File: config.mk
export PLATFORM = sky130hd
export DESIGN_NAME = ptrp_read_path
export DESIGN_NICKNAME = d
export VERILOG_FILES = /design/src/inc/ptrp_pkg.sv /design/src/rtl/ptrp_read_path.sv
export SDC_FILE = /design/constraint.sdc
export NUM_CORES = 1
export LEC_CHECK = 0
export ABC_CLOCK_PERIOD_IN_PS = 8700
export BUFFER_PORTS_ARGS = -buffer_cell sky130_fd_sc_hd__buf_2
export CORE_ASPECT_RATIO = 1.5
export CORE_MARGIN = 4
export CORE_UTILIZATION = 35
export DETAILED_ROUTE_END_ITERATION = 12
export SLEW_MARGIN = 20
export SYNTH_ARGS = -nofsm -noshare
export SYNTH_HDL_FRONTEND = slang
export SYNTH_HIERARCHICAL = 1
export SYNTH_SLANG_ARGS = --single-unit
export TNS_END_PERCENT = 5
File: constraint.sdc
create_clock -name i_core_clk -period 8.7 [get_ports i_core_clk]
set_input_delay 2.175 -clock i_core_clk [delete_from_list [all_inputs] [get_ports i_core_clk]]
set_output_delay 2.175 -clock i_core_clk [all_outputs]
set_load 0.01 [all_outputs]
File: src/inc/ptrp_pkg.sv
// Constants, types and carriers of the target read path.
package ptrp_pkg;
	localparam int AD_W = 32;
	localparam int QW_W = 64;
	localparam int FIFO_W = 64;
	localparam int FIFO_D = 8;
	localparam int TSV_W = 12;
	localparam int TSV_BAR0 = 0;
	localparam int TSV_BAR1 = 1;
	localparam int TSV_WIDE = 7;
	localparam int TSV_ACTIVE = 8;
	localparam int TSV_BURST = 9;
	localparam int TSV_XFER = 10;
	localparam int MEM_BASE_LSB = 12;
	localparam int IO_BASE_LSB = 8;
	localparam int QW_HI_BIT = 2;
	localparam logic [3:0] CMD_IO_READ = 4'h2;
	localparam logic [3:0] CMD_MEM_READ = 4'h6;
	localparam logic [3:0] CMD_CFG_READ = 4'ha;
	localparam logic [3:0] CMD_MEM_READ_MULT = 4'hc;
	localparam logic [3:0] CMD_MEM_READ_LINE = 4'he;
	typedef enum logic [2:0] {
		ST_IDLE = 3'b000,
		ST_DECODE = 3'b001,
		ST_CLAIM = 3'b010,
		ST_DATA = 3'b011,
		ST_TURN = 3'b100
	} ptrp_state_t;
	typedef struct packed {
		logic frame_n;
		logic irdy_n;
		logic req64_n;
		logic idsel;
		logic [7:0] cbe;
		logic [AD_W-1:0] ad;
	} ptrp_pci_in_t;
	typedef struct packed {
		logic [AD_W-1:0] addr;
		logic [3:0] cmd;
		logic mem_hit;
		logic io_hit;
		logic cfg_hit;
		logic wide;
	} ptrp_addr_t;
endpackage

File: src/rtl/ptrp_read_path.sv
// Target read path: QWORD buffer and PCI/local read sequencing.

// ----------------------------------------
// Buffer between local fetch and PCI data phases.
// ----------------------------------------
module ptrp_fifo #(
	parameter int W = 64,
	parameter int D = 8
) (
	input logic i_core_clk,
	input logic i_rst,
	input logic i_flush,
	input logic i_valid,
	output logic o_ready,
	input logic [W-1:0] i_data,
	output logic o_valid,
	input logic i_ready,
	output logic [W-1:0] o_data
);
	localparam int AW = $clog2(D);
	logic [W-1:0] mem [D];
	logic [AW-1:0] wr;
	logic [AW-1:0] rd;
	logic [AW:0] cnt;
	wire push = i_valid && o_ready;
	wire pop = o_valid && i_ready;
	wire [AW-1:0] next_wr = (wr == AW'(D - 1)) ? '0 : wr + 1'b1;
	wire [AW-1:0] next_rd = (rd == AW'(D - 1)) ? '0 : rd + 1'b1;
	assign o_ready = (cnt != (AW + 1)'(D));
	assign o_valid = (cnt != '0);
	assign o_data = mem[rd];
	always_ff @(posedge i_core_clk) begin
		if (push)
			mem[wr] <= i_data;
	end
	always_ff @(posedge i_core_clk or posedge i_rst) begin
		if (i_rst) begin
			wr <= '0;
			rd <= '0;
			cnt <= '0;
		end else if (i_flush) begin
			wr <= '0;
			rd <= '0;
			cnt <= '0;
		end else begin
			if (push)
				wr <= next_wr;
			if (pop)
				rd <= next_rd;
			cnt <= cnt + (AW + 1)'(push) - (AW + 1)'(pop);
		end
	end
endmodule

// ----------------------------------------
// Read path top.
// ----------------------------------------
module ptrp_read_path (
	input logic i_core_clk,
	input logic i_rst,
	input ptrp_pkg::ptrp_pci_in_t i_pci,
	input logic [ptrp_pkg::AD_W-1:ptrp_pkg::MEM_BASE_LSB] i_mem_base,
	input logic [ptrp_pkg::AD_W-1:ptrp_pkg::IO_BASE_LSB] i_io_base,
	input logic [ptrp_pkg::AD_W-1:0] i_cfg_rdata,
	output logic [5:0] o_cfg_dword_num,
	output logic [ptrp_pkg::QW_W-1:0] o_ad,
	output logic o_ad_oe,
	output logic o_ad_hi_oe,
	output logic o_par,
	output logic o_par_oe,
	output logic o_par64,
	output logic o_par64_oe,
	output logic o_devsel_n,
	output logic o_trdy_n,
	output logic o_stop_n,
	output logic o_ack64_n,
	output logic o_ctl_oe,
	input logic [ptrp_pkg::QW_W-1:0] i_local_data,
	input logic i_local_ready_n,
	input logic i_local_disconnect_req_n,
	output logic o_local_frame_n,
	output logic o_local_ack_n,
	output logic o_local_transfer_n,
	output logic o_ldat_ack_n,
	output logic o_hdat_ack_n,
	output logic [3:0] o_local_command_out,
	output logic [ptrp_pkg::AD_W-1:0] o_local_addr,
	output logic [ptrp_pkg::TSV_W-1:0] o_target_status_vector
);
	import ptrp_pkg::*;

	// ----------------------------------------
	// Pin synchroniser and address capture.
	// ----------------------------------------
	ptrp_pci_in_t pin_meta;
	ptrp_pci_in_t pin;
	logic frame_prev;
	ptrp_addr_t ap;
	ptrp_state_t state;
	logic lframe;
	logic first;
	logic got_one;
	logic burst;
	logic half;
	logic stop_pend;
	logic cfg_done;
	logic xfer_prev;
	logic pci_done_prev;
	logic [TSV_W-1:0] next_tsv;
	always_ff @(posedge i_core_clk or posedge i_rst) begin
		if (i_rst) begin
			pin_meta <= '1;
			pin <= '1;
			frame_prev <= 1'b1;
		end else begin
			pin_meta <= i_pci;
			pin <= pin_meta;
			frame_prev <= pin.frame_n;
		end
	end
	wire start = (state == ST_IDLE) && !pin.frame_n && frame_prev;
	wire cmd_mem = (pin.cbe[3:0] == CMD_MEM_READ) ||
		(pin.cbe[3:0] == CMD_MEM_READ_MULT) || (pin.cbe[3:0] == CMD_MEM_READ_LINE);
	wire mem_hit = cmd_mem && (pin.ad[AD_W-1:MEM_BASE_LSB] == i_mem_base);
	wire io_hit = (pin.cbe[3:0] == CMD_IO_READ) && (pin.ad[AD_W-1:IO_BASE_LSB] == i_io_base);
	wire cfg_hit = (pin.cbe[3:0] == CMD_CFG_READ) && pin.idsel && (pin.ad[1:0] == 2'b00);
	wire is_cfg = ap.cfg_hit;
	wire claim = ap.mem_hit || ap.io_hit || ap.cfg_hit;

	// ----------------------------------------
	// Local side handshake.
	// ----------------------------------------
	logic fifo_in_ready;
	logic fifo_out_valid;
	logic [FIFO_W-1:0] fifo_data;
	wire more_ok = !got_one || burst;
	wire ack = lframe && fifo_in_ready && !xfer_prev && more_ok && !stop_pend;
	wire xfer = ack && !i_local_ready_n;
	wire skip_low = first && ap.addr[QW_HI_BIT] && !ap.wide;
	assign o_local_ack_n = !ack;
	assign o_local_transfer_n = !xfer;
	assign o_ldat_ack_n = !(ack && !skip_low);
	assign o_hdat_ack_n = !ack;
	assign o_local_frame_n = !lframe;

	// ----------------------------------------
	// PCI data phase selection.
	// ----------------------------------------
	wire phase_done = !o_trdy_n && !pin.irdy_n;
	wire last_done = phase_done && pin.frame_n;
	wire have = is_cfg ? !cfg_done : fifo_out_valid;
	wire load_slot = (state == ST_DATA) || ((state == ST_CLAIM) && is_cfg);
	wire load = load_slot && (o_trdy_n || phase_done) && have && !last_done && o_stop_n;
	wire pop = load && !is_cfg && (ap.wide || half);
	wire [AD_W-1:0] dword = half ? fifo_data[QW_W-1:AD_W] : fifo_data[AD_W-1:0];
	wire [QW_W-1:0] next_ad = is_cfg ? {{AD_W{1'b0}}, i_cfg_rdata} :
		(ap.wide ? fifo_data : {{AD_W{1'b0}}, dword});
	wire stop_end = !o_stop_n && pin.frame_n;
	wire finish = (state == ST_DATA) && (last_done || stop_end);
	wire in_txn = (state == ST_DECODE) || (state == ST_CLAIM) || (state == ST_DATA);

	ptrp_fifo #(
		.W(FIFO_W),
		.D(FIFO_D)
	) u_fifo (
		.i_core_clk(i_core_clk),
		.i_rst(i_rst),
		.i_flush(state == ST_TURN),
		.i_valid(xfer),
		.o_ready(fifo_in_ready),
		.i_data(i_local_data),
		.o_valid(fifo_out_valid),
		.i_ready(pop),
		.o_data(fifo_data)
	);

	// ----------------------------------------
	// Sequencer.
	// ----------------------------------------
	always_ff @(posedge i_core_clk or posedge i_rst) begin
		if (i_rst) begin
			state <= ST_IDLE;
			ap <= '0;
			lframe <= 1'b0;
			first <= 1'b0;
			got_one <= 1'b0;
			burst <= 1'b0;
			half <= 1'b0;
			stop_pend <= 1'b0;
			cfg_done <= 1'b0;
			o_devsel_n <= 1'b1;
			o_trdy_n <= 1'b1;
			o_stop_n <= 1'b1;
			o_ack64_n <= 1'b1;
			o_ctl_oe <= 1'b0;
			o_ad_oe <= 1'b0;
			o_ad_hi_oe <= 1'b0;
			o_ad <= '0;
		end else begin
			case (state)
			ST_IDLE: begin
				if (start) begin
					ap <= '{pin.ad, pin.cbe[3:0], mem_hit, io_hit, cfg_hit,
						mem_hit && !pin.req64_n};
					half <= pin.ad[QW_HI_BIT];
					state <= ST_DECODE;
				end
			end
			ST_DECODE: begin
				if (claim) begin
					o_devsel_n <= 1'b0;
					o_ack64_n <= !ap.wide;
					o_ctl_oe <= 1'b1;
					o_ad_oe <= 1'b1;
					o_ad_hi_oe <= ap.wide;
					lframe <= !ap.cfg_hit;
					first <= 1'b1;
					state <= ST_CLAIM;
				end else
					state <= ST_IDLE;
			end
			ST_CLAIM: state <= ST_DATA;
			ST_DATA: begin
				if (finish) begin
					o_devsel_n <= 1'b1;
					o_ack64_n <= 1'b1;
					o_ad_oe <= 1'b0;
					state <= ST_TURN;
				end
			end
			ST_TURN: begin
				o_ctl_oe <= 1'b0;
				o_ad_hi_oe <= 1'b0;
				lframe <= 1'b0;
				got_one <= 1'b0;
				burst <= 1'b0;
				stop_pend <= 1'b0;
				cfg_done <= 1'b0;
				state <= ST_IDLE;
			end
			default: state <= ST_IDLE;
			endcase
			if (load) begin
				o_ad <= next_ad;
				o_trdy_n <= 1'b0;
				half <= !half;
				cfg_done <= is_cfg;
			end else if (phase_done || finish)
				o_trdy_n <= 1'b1;
			if (xfer) begin
				first <= 1'b0;
				got_one <= 1'b1;
			end
			if (in_txn && !pin.frame_n && !pin.irdy_n)
				burst <= 1'b1;
			if (lframe && !i_local_disconnect_req_n)
				stop_pend <= 1'b1;
			if ((state == ST_DATA) && stop_pend && !finish)
				o_stop_n <= 1'b0;
			else if (finish)
				o_stop_n <= 1'b1;
			if (lframe && pin.frame_n && (got_one || xfer || stop_pend))
				lframe <= 1'b0;
		end
	end

	// ----------------------------------------
	// Parity, status and local address.
	// ----------------------------------------
	always_comb begin
		next_tsv = '0;
		next_tsv[TSV_BAR0] = ap.mem_hit && in_txn;
		next_tsv[TSV_BAR1] = ap.io_hit && in_txn;
		next_tsv[TSV_WIDE] = ap.wide && in_txn;
		next_tsv[TSV_ACTIVE] = in_txn;
		next_tsv[TSV_BURST] = burst;
		next_tsv[TSV_XFER] = pci_done_prev;
	end
	always_ff @(posedge i_core_clk or posedge i_rst) begin
		if (i_rst) begin
			o_par <= 1'b0;
			o_par64 <= 1'b0;
			o_par_oe <= 1'b0;
			o_par64_oe <= 1'b0;
			xfer_prev <= 1'b0;
			pci_done_prev <= 1'b0;
			o_target_status_vector <= '0;
			o_local_command_out <= '0;
			o_local_addr <= '0;
			o_cfg_dword_num <= '0;
		end else begin
			o_par <= ^{o_ad[AD_W-1:0], pin.cbe[3:0]};
			o_par64 <= ^{o_ad[QW_W-1:AD_W], pin.cbe[7:4]};
			o_par_oe <= o_ad_oe;
			o_par64_oe <= o_ad_hi_oe;
			xfer_prev <= xfer && !ap.wide;
			pci_done_prev <= phase_done;
			o_target_status_vector <= next_tsv;
			if (state == ST_DECODE) begin
				o_local_command_out <= ap.cmd;
				o_local_addr <= ap.addr;
				o_cfg_dword_num <= ap.addr[7:2];
			end
		end
	end
endmodule
; ---- Yosys cells after proc, flatten, opt, wreduce, memory -nomap -nowiden
; Memories as Yosys holds them, arrays and structs flattened.
; Cells that the tools add are included.
[word_totals]
output_inout_bits = 134
word_cells = 216
mem_count = 1
ramBits = 512
ff_bits = 274
in_bits = 188
[classes]
reduce_logical = 101
n_eq_ne = 18
mux = 44
add_sub_neg = 4
[mem_list]
columns = memory, depth, word_bits, rd, rd_ports_with_merged_regs, wr, line
row1 = u_fifo.mem, 8, 64, 1, 0, 1, ptrp_read_path.sv:21  ; logic [W-1:0] mem [D];
[op_table]
columns = op, n
row1 = 64-bit 2-to-1 mux, 2
row2 = 36-bit XOR reduction, 2
row3 = 1-bit logical AND, 39
row4 = 32-bit 2-to-1 mux, 1
row5 = 2-bit nonzero test, 14
row6 = 24-bit == test, 1
row7 = 1-bit 2-to-1 mux, 24
row8 = 3-bit 2-to-1 mux, 8
row9 = 1-bit logical NOT, 21
row10 = 20-bit == test, 1
row11 = 1-bit logical OR, 14
row12 = "4-bit == test, second input constant", 3
row13 = 1-bit one-hot mux with 2 select lines, 6
row14 = 3-bit one-hot mux with 4 select lines, 1
row15 = 2-bit AND reduction, 6
row16 = "3-bit == test, second input constant", 3
row17 = "3-bit by 1-bit adder with 3-bit output, second input constant", 2
row18 = "3-bit by 2-bit == test with 1-bit output, second input constant", 2
row19 = "2-bit != test, second input constant", 3
row20 = 4-bit by 1-bit adder with 4-bit output, 1
row21 = "4-bit by 2-bit == test with 1-bit output, second input constant", 1
row22 = "4-bit by 3-bit == test with 1-bit output, second input constant", 1
row23 = 4-bit 2-to-1 mux, 1
row24 = "4-bit != test, second input constant", 1
row25 = other kinds (9), 9

; ---- Longest topological paths before layout
[logic_depth]
word_depth = 12
mapped_depth = 18
depth_no_buf = 16

; ---- Modules after synthesis
; Netlist, hierarchy kept.
[modules_own_cells]
columns = module, cells_each, area_per_inst_um2, n_inst, seq_area_each_um2
row1 = ptrp_fifo, 815, 19872.8, 1, 15625.0
row2 = ptrp_read_path, 932, 10596.4, 1, 6572.6

; ---- Least setup slack after synthesis
; Ideal clock, no wire load.
[synth_timing]
path_kind = input to register
startpoint = in i_local_ready_n
endpoint = mem u_fifo.mem[0][0] (enable)
t_required_ps = 8135
stages = 5
n_path_buf = 0
setup_slack_ps = 623
setup_ps = 565
arrival_ps = 7512
path_cell_list = or2_2 > inv_1 > inv_1 > or3_1 > nor3_1
[synth_via]
elab_chain_cells = 5
[synth_rtl]
columns = item, line
row1 = start: declaration, ptrp_read_path.sv:79  ; input logic i_local_ready_n,
row2 = 1-bit logical NOT, ptrp_read_path.sv:138  ; wire xfer = ack && !i_local_ready_n;
row3 = 1-bit logical AND, ptrp_read_path.sv:138
row4 = net xfer, ptrp_read_path.sv:138
row5 = 1-bit logical AND, ptrp_read_path.sv:25  ; wire push = i_valid && o_ready;
row6 = 1-bit 2-to-1 mux, ptrp_read_path.sv:33  ; if (push)
row7 = 1-bit 2-to-1 mux (implied by the code), ptrp_read_path.sv:34  ; mem[wr] <= i_data;
row8 = end: declaration, ptrp_read_path.sv:21
; The timed path passes the listed nets, and every way through them passes these cells.

; ---- Final worst setup path
[layout_timing]
startpoint = in i_local_ready_n
endpoint = out o_local_transfer_n
[layout_via]
elab_chain_cells = 3
[layout_rtl]
columns = item, line
row1 = 1-bit logical NOT, ptrp_read_path.sv:138
row2 = 1-bit logical AND, ptrp_read_path.sv:138
row3 = 1-bit logical NOT, ptrp_read_path.sv:141  ; assign o_local_transfer_n = !xfer;
row4 = end: declaration, ptrp_read_path.sv:83  ; output logic o_local_transfer_n,
; Every way passes these cells.

==> out/metrics.yaml <==
run_status:
  status: "finished clean"
timing:
  setup_tns_ns: 0
  setup_violations: 0
  max_slew.worst_pin.slew_ns: 1.132
  finClkSkew_ns: 0.02960
  period_needed_ns: 4.950
  slew_viol_final: 0
  grt_setup_unrepaired: "false"
  max_slew_margin: 0.2457
  clock.fmax_ghz: 0.2020
  min_period_over_period: 0.5690
  holdWs_ns: 0.3518
  hold_violations: 0
setup_path:
  critPathLaunchType: "input port"
  end_kind: "output port"
  required_ns: 6.53
  cp_max_fo: 4
  arrival_ns: 2.78
  cp_common_cell: "buf_2"
  critPathMaxStageDelay_ns: 0.35
  crit_path_top_delay_cell: "or2_2"
  criticalPathCategory: "input port to output port"
  crit_chain: "buf_2 > or2_2 > buf_2"
floorplan:
  start_util: 0.3527
  fp.dieH_microns: 369.4
  fp.dieW_microns: 248.9
  core_sq_um: 86380
  boundaryPins: 322
  rows: 132
  dieArea_sq_um: 91940
finish:
  fin_nets: 2284
  stdcell_count: 3291
  syn2layout_area_growth_pct: 17.96
  layout-drive-gt1-share: 0.3727
clocking:
  clock_sinks: 780
  tritoncts: "done"
  clock_latency_ns: 0.64
  cts_setup_buffers: 0
  cts_buffer_depth: 3
  clkTransAtPathRegs_ns: 0.06
  cts.htree.levels: 3
  clock-root-buffer: "clkbuf_16"
  ctsResizeCount: 0
  cts_buffers: 77
  postCtsHoldBufs: 0
power_and_ir_drop:
  ir_worst_vdd_mv: 0.2270
  leakage_nw: 13.27
  p_per_area_nw_per_um2: 314.8
job:
  maxCapViolCount: 0
synth:
  dominantRegCellSynth: "edfxtp_1"
  synth_edf_count: 512
  synth_top_area_share: 0.5046
  yosysSeqAreaShare: 0.7285
  async_flop_share: 0.3436
  ys_top_cells_by_area: "edfxtp_1 (50%), dfrtp_1 (14%), mux4_2 (9.5%), dfstp_2 (8.0%), mux2_2 (3.7%)"
  synth_cell_types: 47
  ys_seq_elements: 780
  synth_top_area_cell: "edfxtp_1"
  yosysWarnings: 6
  syn-cell-area_sq_um: 30470
  avgSynthCellArea_sq_um: 17.44
  syn_inst: 1747
place:
  portBuffers: 315
  gp_congestion: 0.9446
  place_inst: 3138
  hpwl_microns: 50950
detailed_routing:
  ant_nets: 0
  drcViolationCount: 0
  vias: 16290
  first_pass_iters: 5
  drtIter0Drc: 939
  drt-vias-per-instance: 4.949
  wl_per_cell_microns: 23.65
  totalWireLength_microns: 77850
global_route:
  grt_usage: 0.1681
  grt_max_degree: 194
  grt_pass1_vias: 17290
  antenna_found_initial: 33
  grt_pass1_wl_microns: 115900
  grt_overflow_total: 0
min_path:
  worstHoldPathType: "flip-flop to flip-flop"
cells in the final DEF (no fill, tap or decap), types with 8 or more instances in the layout:
cell	netlist	final
edfxtp_1	512	512
buf_2	19	315
nand2_1	210	210
dfrtp_1	175	171
mux4_2	128	128
mux2_2	100	100
dfstp_2	93	93
o21ai_0	79	79
clkbuf_16	0	77
xnor2_1	73	73
nor2_1	61	54
a21oi_1	43	43
xor2_1	36	36
mux2i_1	34	34
buf_4	15	23
inv_1	23	22
clkbuf_1	37	19
ha_1	15	15
clkinv_1	0	12
nand4_1	9	9
diode_2	0	8
nand3_1	8	8
clkinv_2	0	8
bufinv_16	0	8
cell type report:
cell class	count	area (sq um)
fill	7761	50440
sequential	780	22210
multi-input combinational	856	7756
clock buffer	102	2081
timing repair buffer	342	1836
tap	1139	1425
clock inverter	41	523.0
inverter	23	90.09
antenna	8	20.02
kinds of logic after synthesis:
kind of cell,count (synthesis),share of synthesized area
AOI/OAI and AO/OA,136,0.02390
and+or+nand+nor,325,0.04497
adders and majority gates,16,0.006817
muxes,262,0.1427
buffers and inverters,116,0.02012
DFF,780,0.7285
xor gates and xnor gates,111,0.03281
other,1,0.0001231
layer usage:
layer | GRT usage | vias up | part of all wire
met3 | 0.04542 | 149 | 0.074
met5 | 0 | - | 0.0017
met4 | 0.05105 | 20 | 0.027
met2 | 0.2867 | 575 | 0.50
li1 | - | 7180 | -
met1 | 0.2110 | 8363 | 0.40
worst paths after layout:
path | endpoint | depth (start not counted) | slack (ns) | start
setup / recovery | o_local_transfer_n | 3 | 3.75 | i_local_ready_n
hold / removal | pin[42] | 0 | 0.35 | pin_meta[42]
setup reg to reg | u_fifo/mem[6][13] | 11 | 4.21 | u_fifo/cnt[2]
hold reg to reg | pin[42] | 0 | 0.35 | pin_meta[42]
max in group asynchronous | ap[15] | 4 | 6.05 | i_rst
min in group asynchronous | u_fifo/wr[1] | 2 | 1.57 | i_rst
Yosys cell counts, types with 2 or more instances:
cell	count
a21o_1	2
a21oi_1	43
a31o_2	2
and2_1	2
buf_1	9
buf_2	19
buf_4	15
buf_6	13
clkbuf_1	37
dfrtp_1	175
dfstp_2	93
edfxtp_1	512
ha_1	15
inv_1	23
mux2_2	100
mux2i_1	34
mux4_2	128
nand2_1	210
nand2b_1	6
nand3_1	8
nand4_1	9
nor2_1	61
nor2b_1	4
nor3_1	5
nor3b_1	3
nor4_1	7
nor4_2	2
o21ai_0	79
o31a_1	2
or3_1	4
xnor2_1	73
xnor3_1	2
xor2_1	36
flip-flops by register name, summed over array words and instances, names as in the netlist, 3 cells and up:
signal                  flops
u_fifo/rd                   3
o_local_addr               27
u_fifo/cnt                  4
o_local_command_out         4
pin_meta                   44
o_ad                       64
u_fifo/wr                   3
state                       3
o_target_status_vector      6
pin                        44
o_cfg_dword_num             5
ap                         39
u_fifo/mem                512
worst max-delay path, delay by kind of cell:
kind / cells / cell delay [ns]
and+or+nand+nor: 1 / 0.35
buffers and inverters: 2 / 0.25
through the flow:
stage / total power, mW / util / instance area [sq um] / worst slack [ns]
2_1_floorplan: 6.777 / - / 30490 / 0.6230
3_3_place_gp: 7.995 / 0.3850 / 33260 / 3.232
3_5_place_dp: 8.038 / 0.3850 / 33260 / 3.264
4_1_cts: 11.49 / 0.4152 / 35860 / 3.755
5_1_grt: 11.89 / 0.4159 / 35920 / 3.646
6_report: 11.31 / 0.4161 / 35940 / 3.750
where the power goes:
part / internal [mW] / switching, mW
combinational: 1.41 / 1.75
clock: 1.95 / 1.44
sequential: 4.39 / 0.371
(Power assumes the default switching activity.)
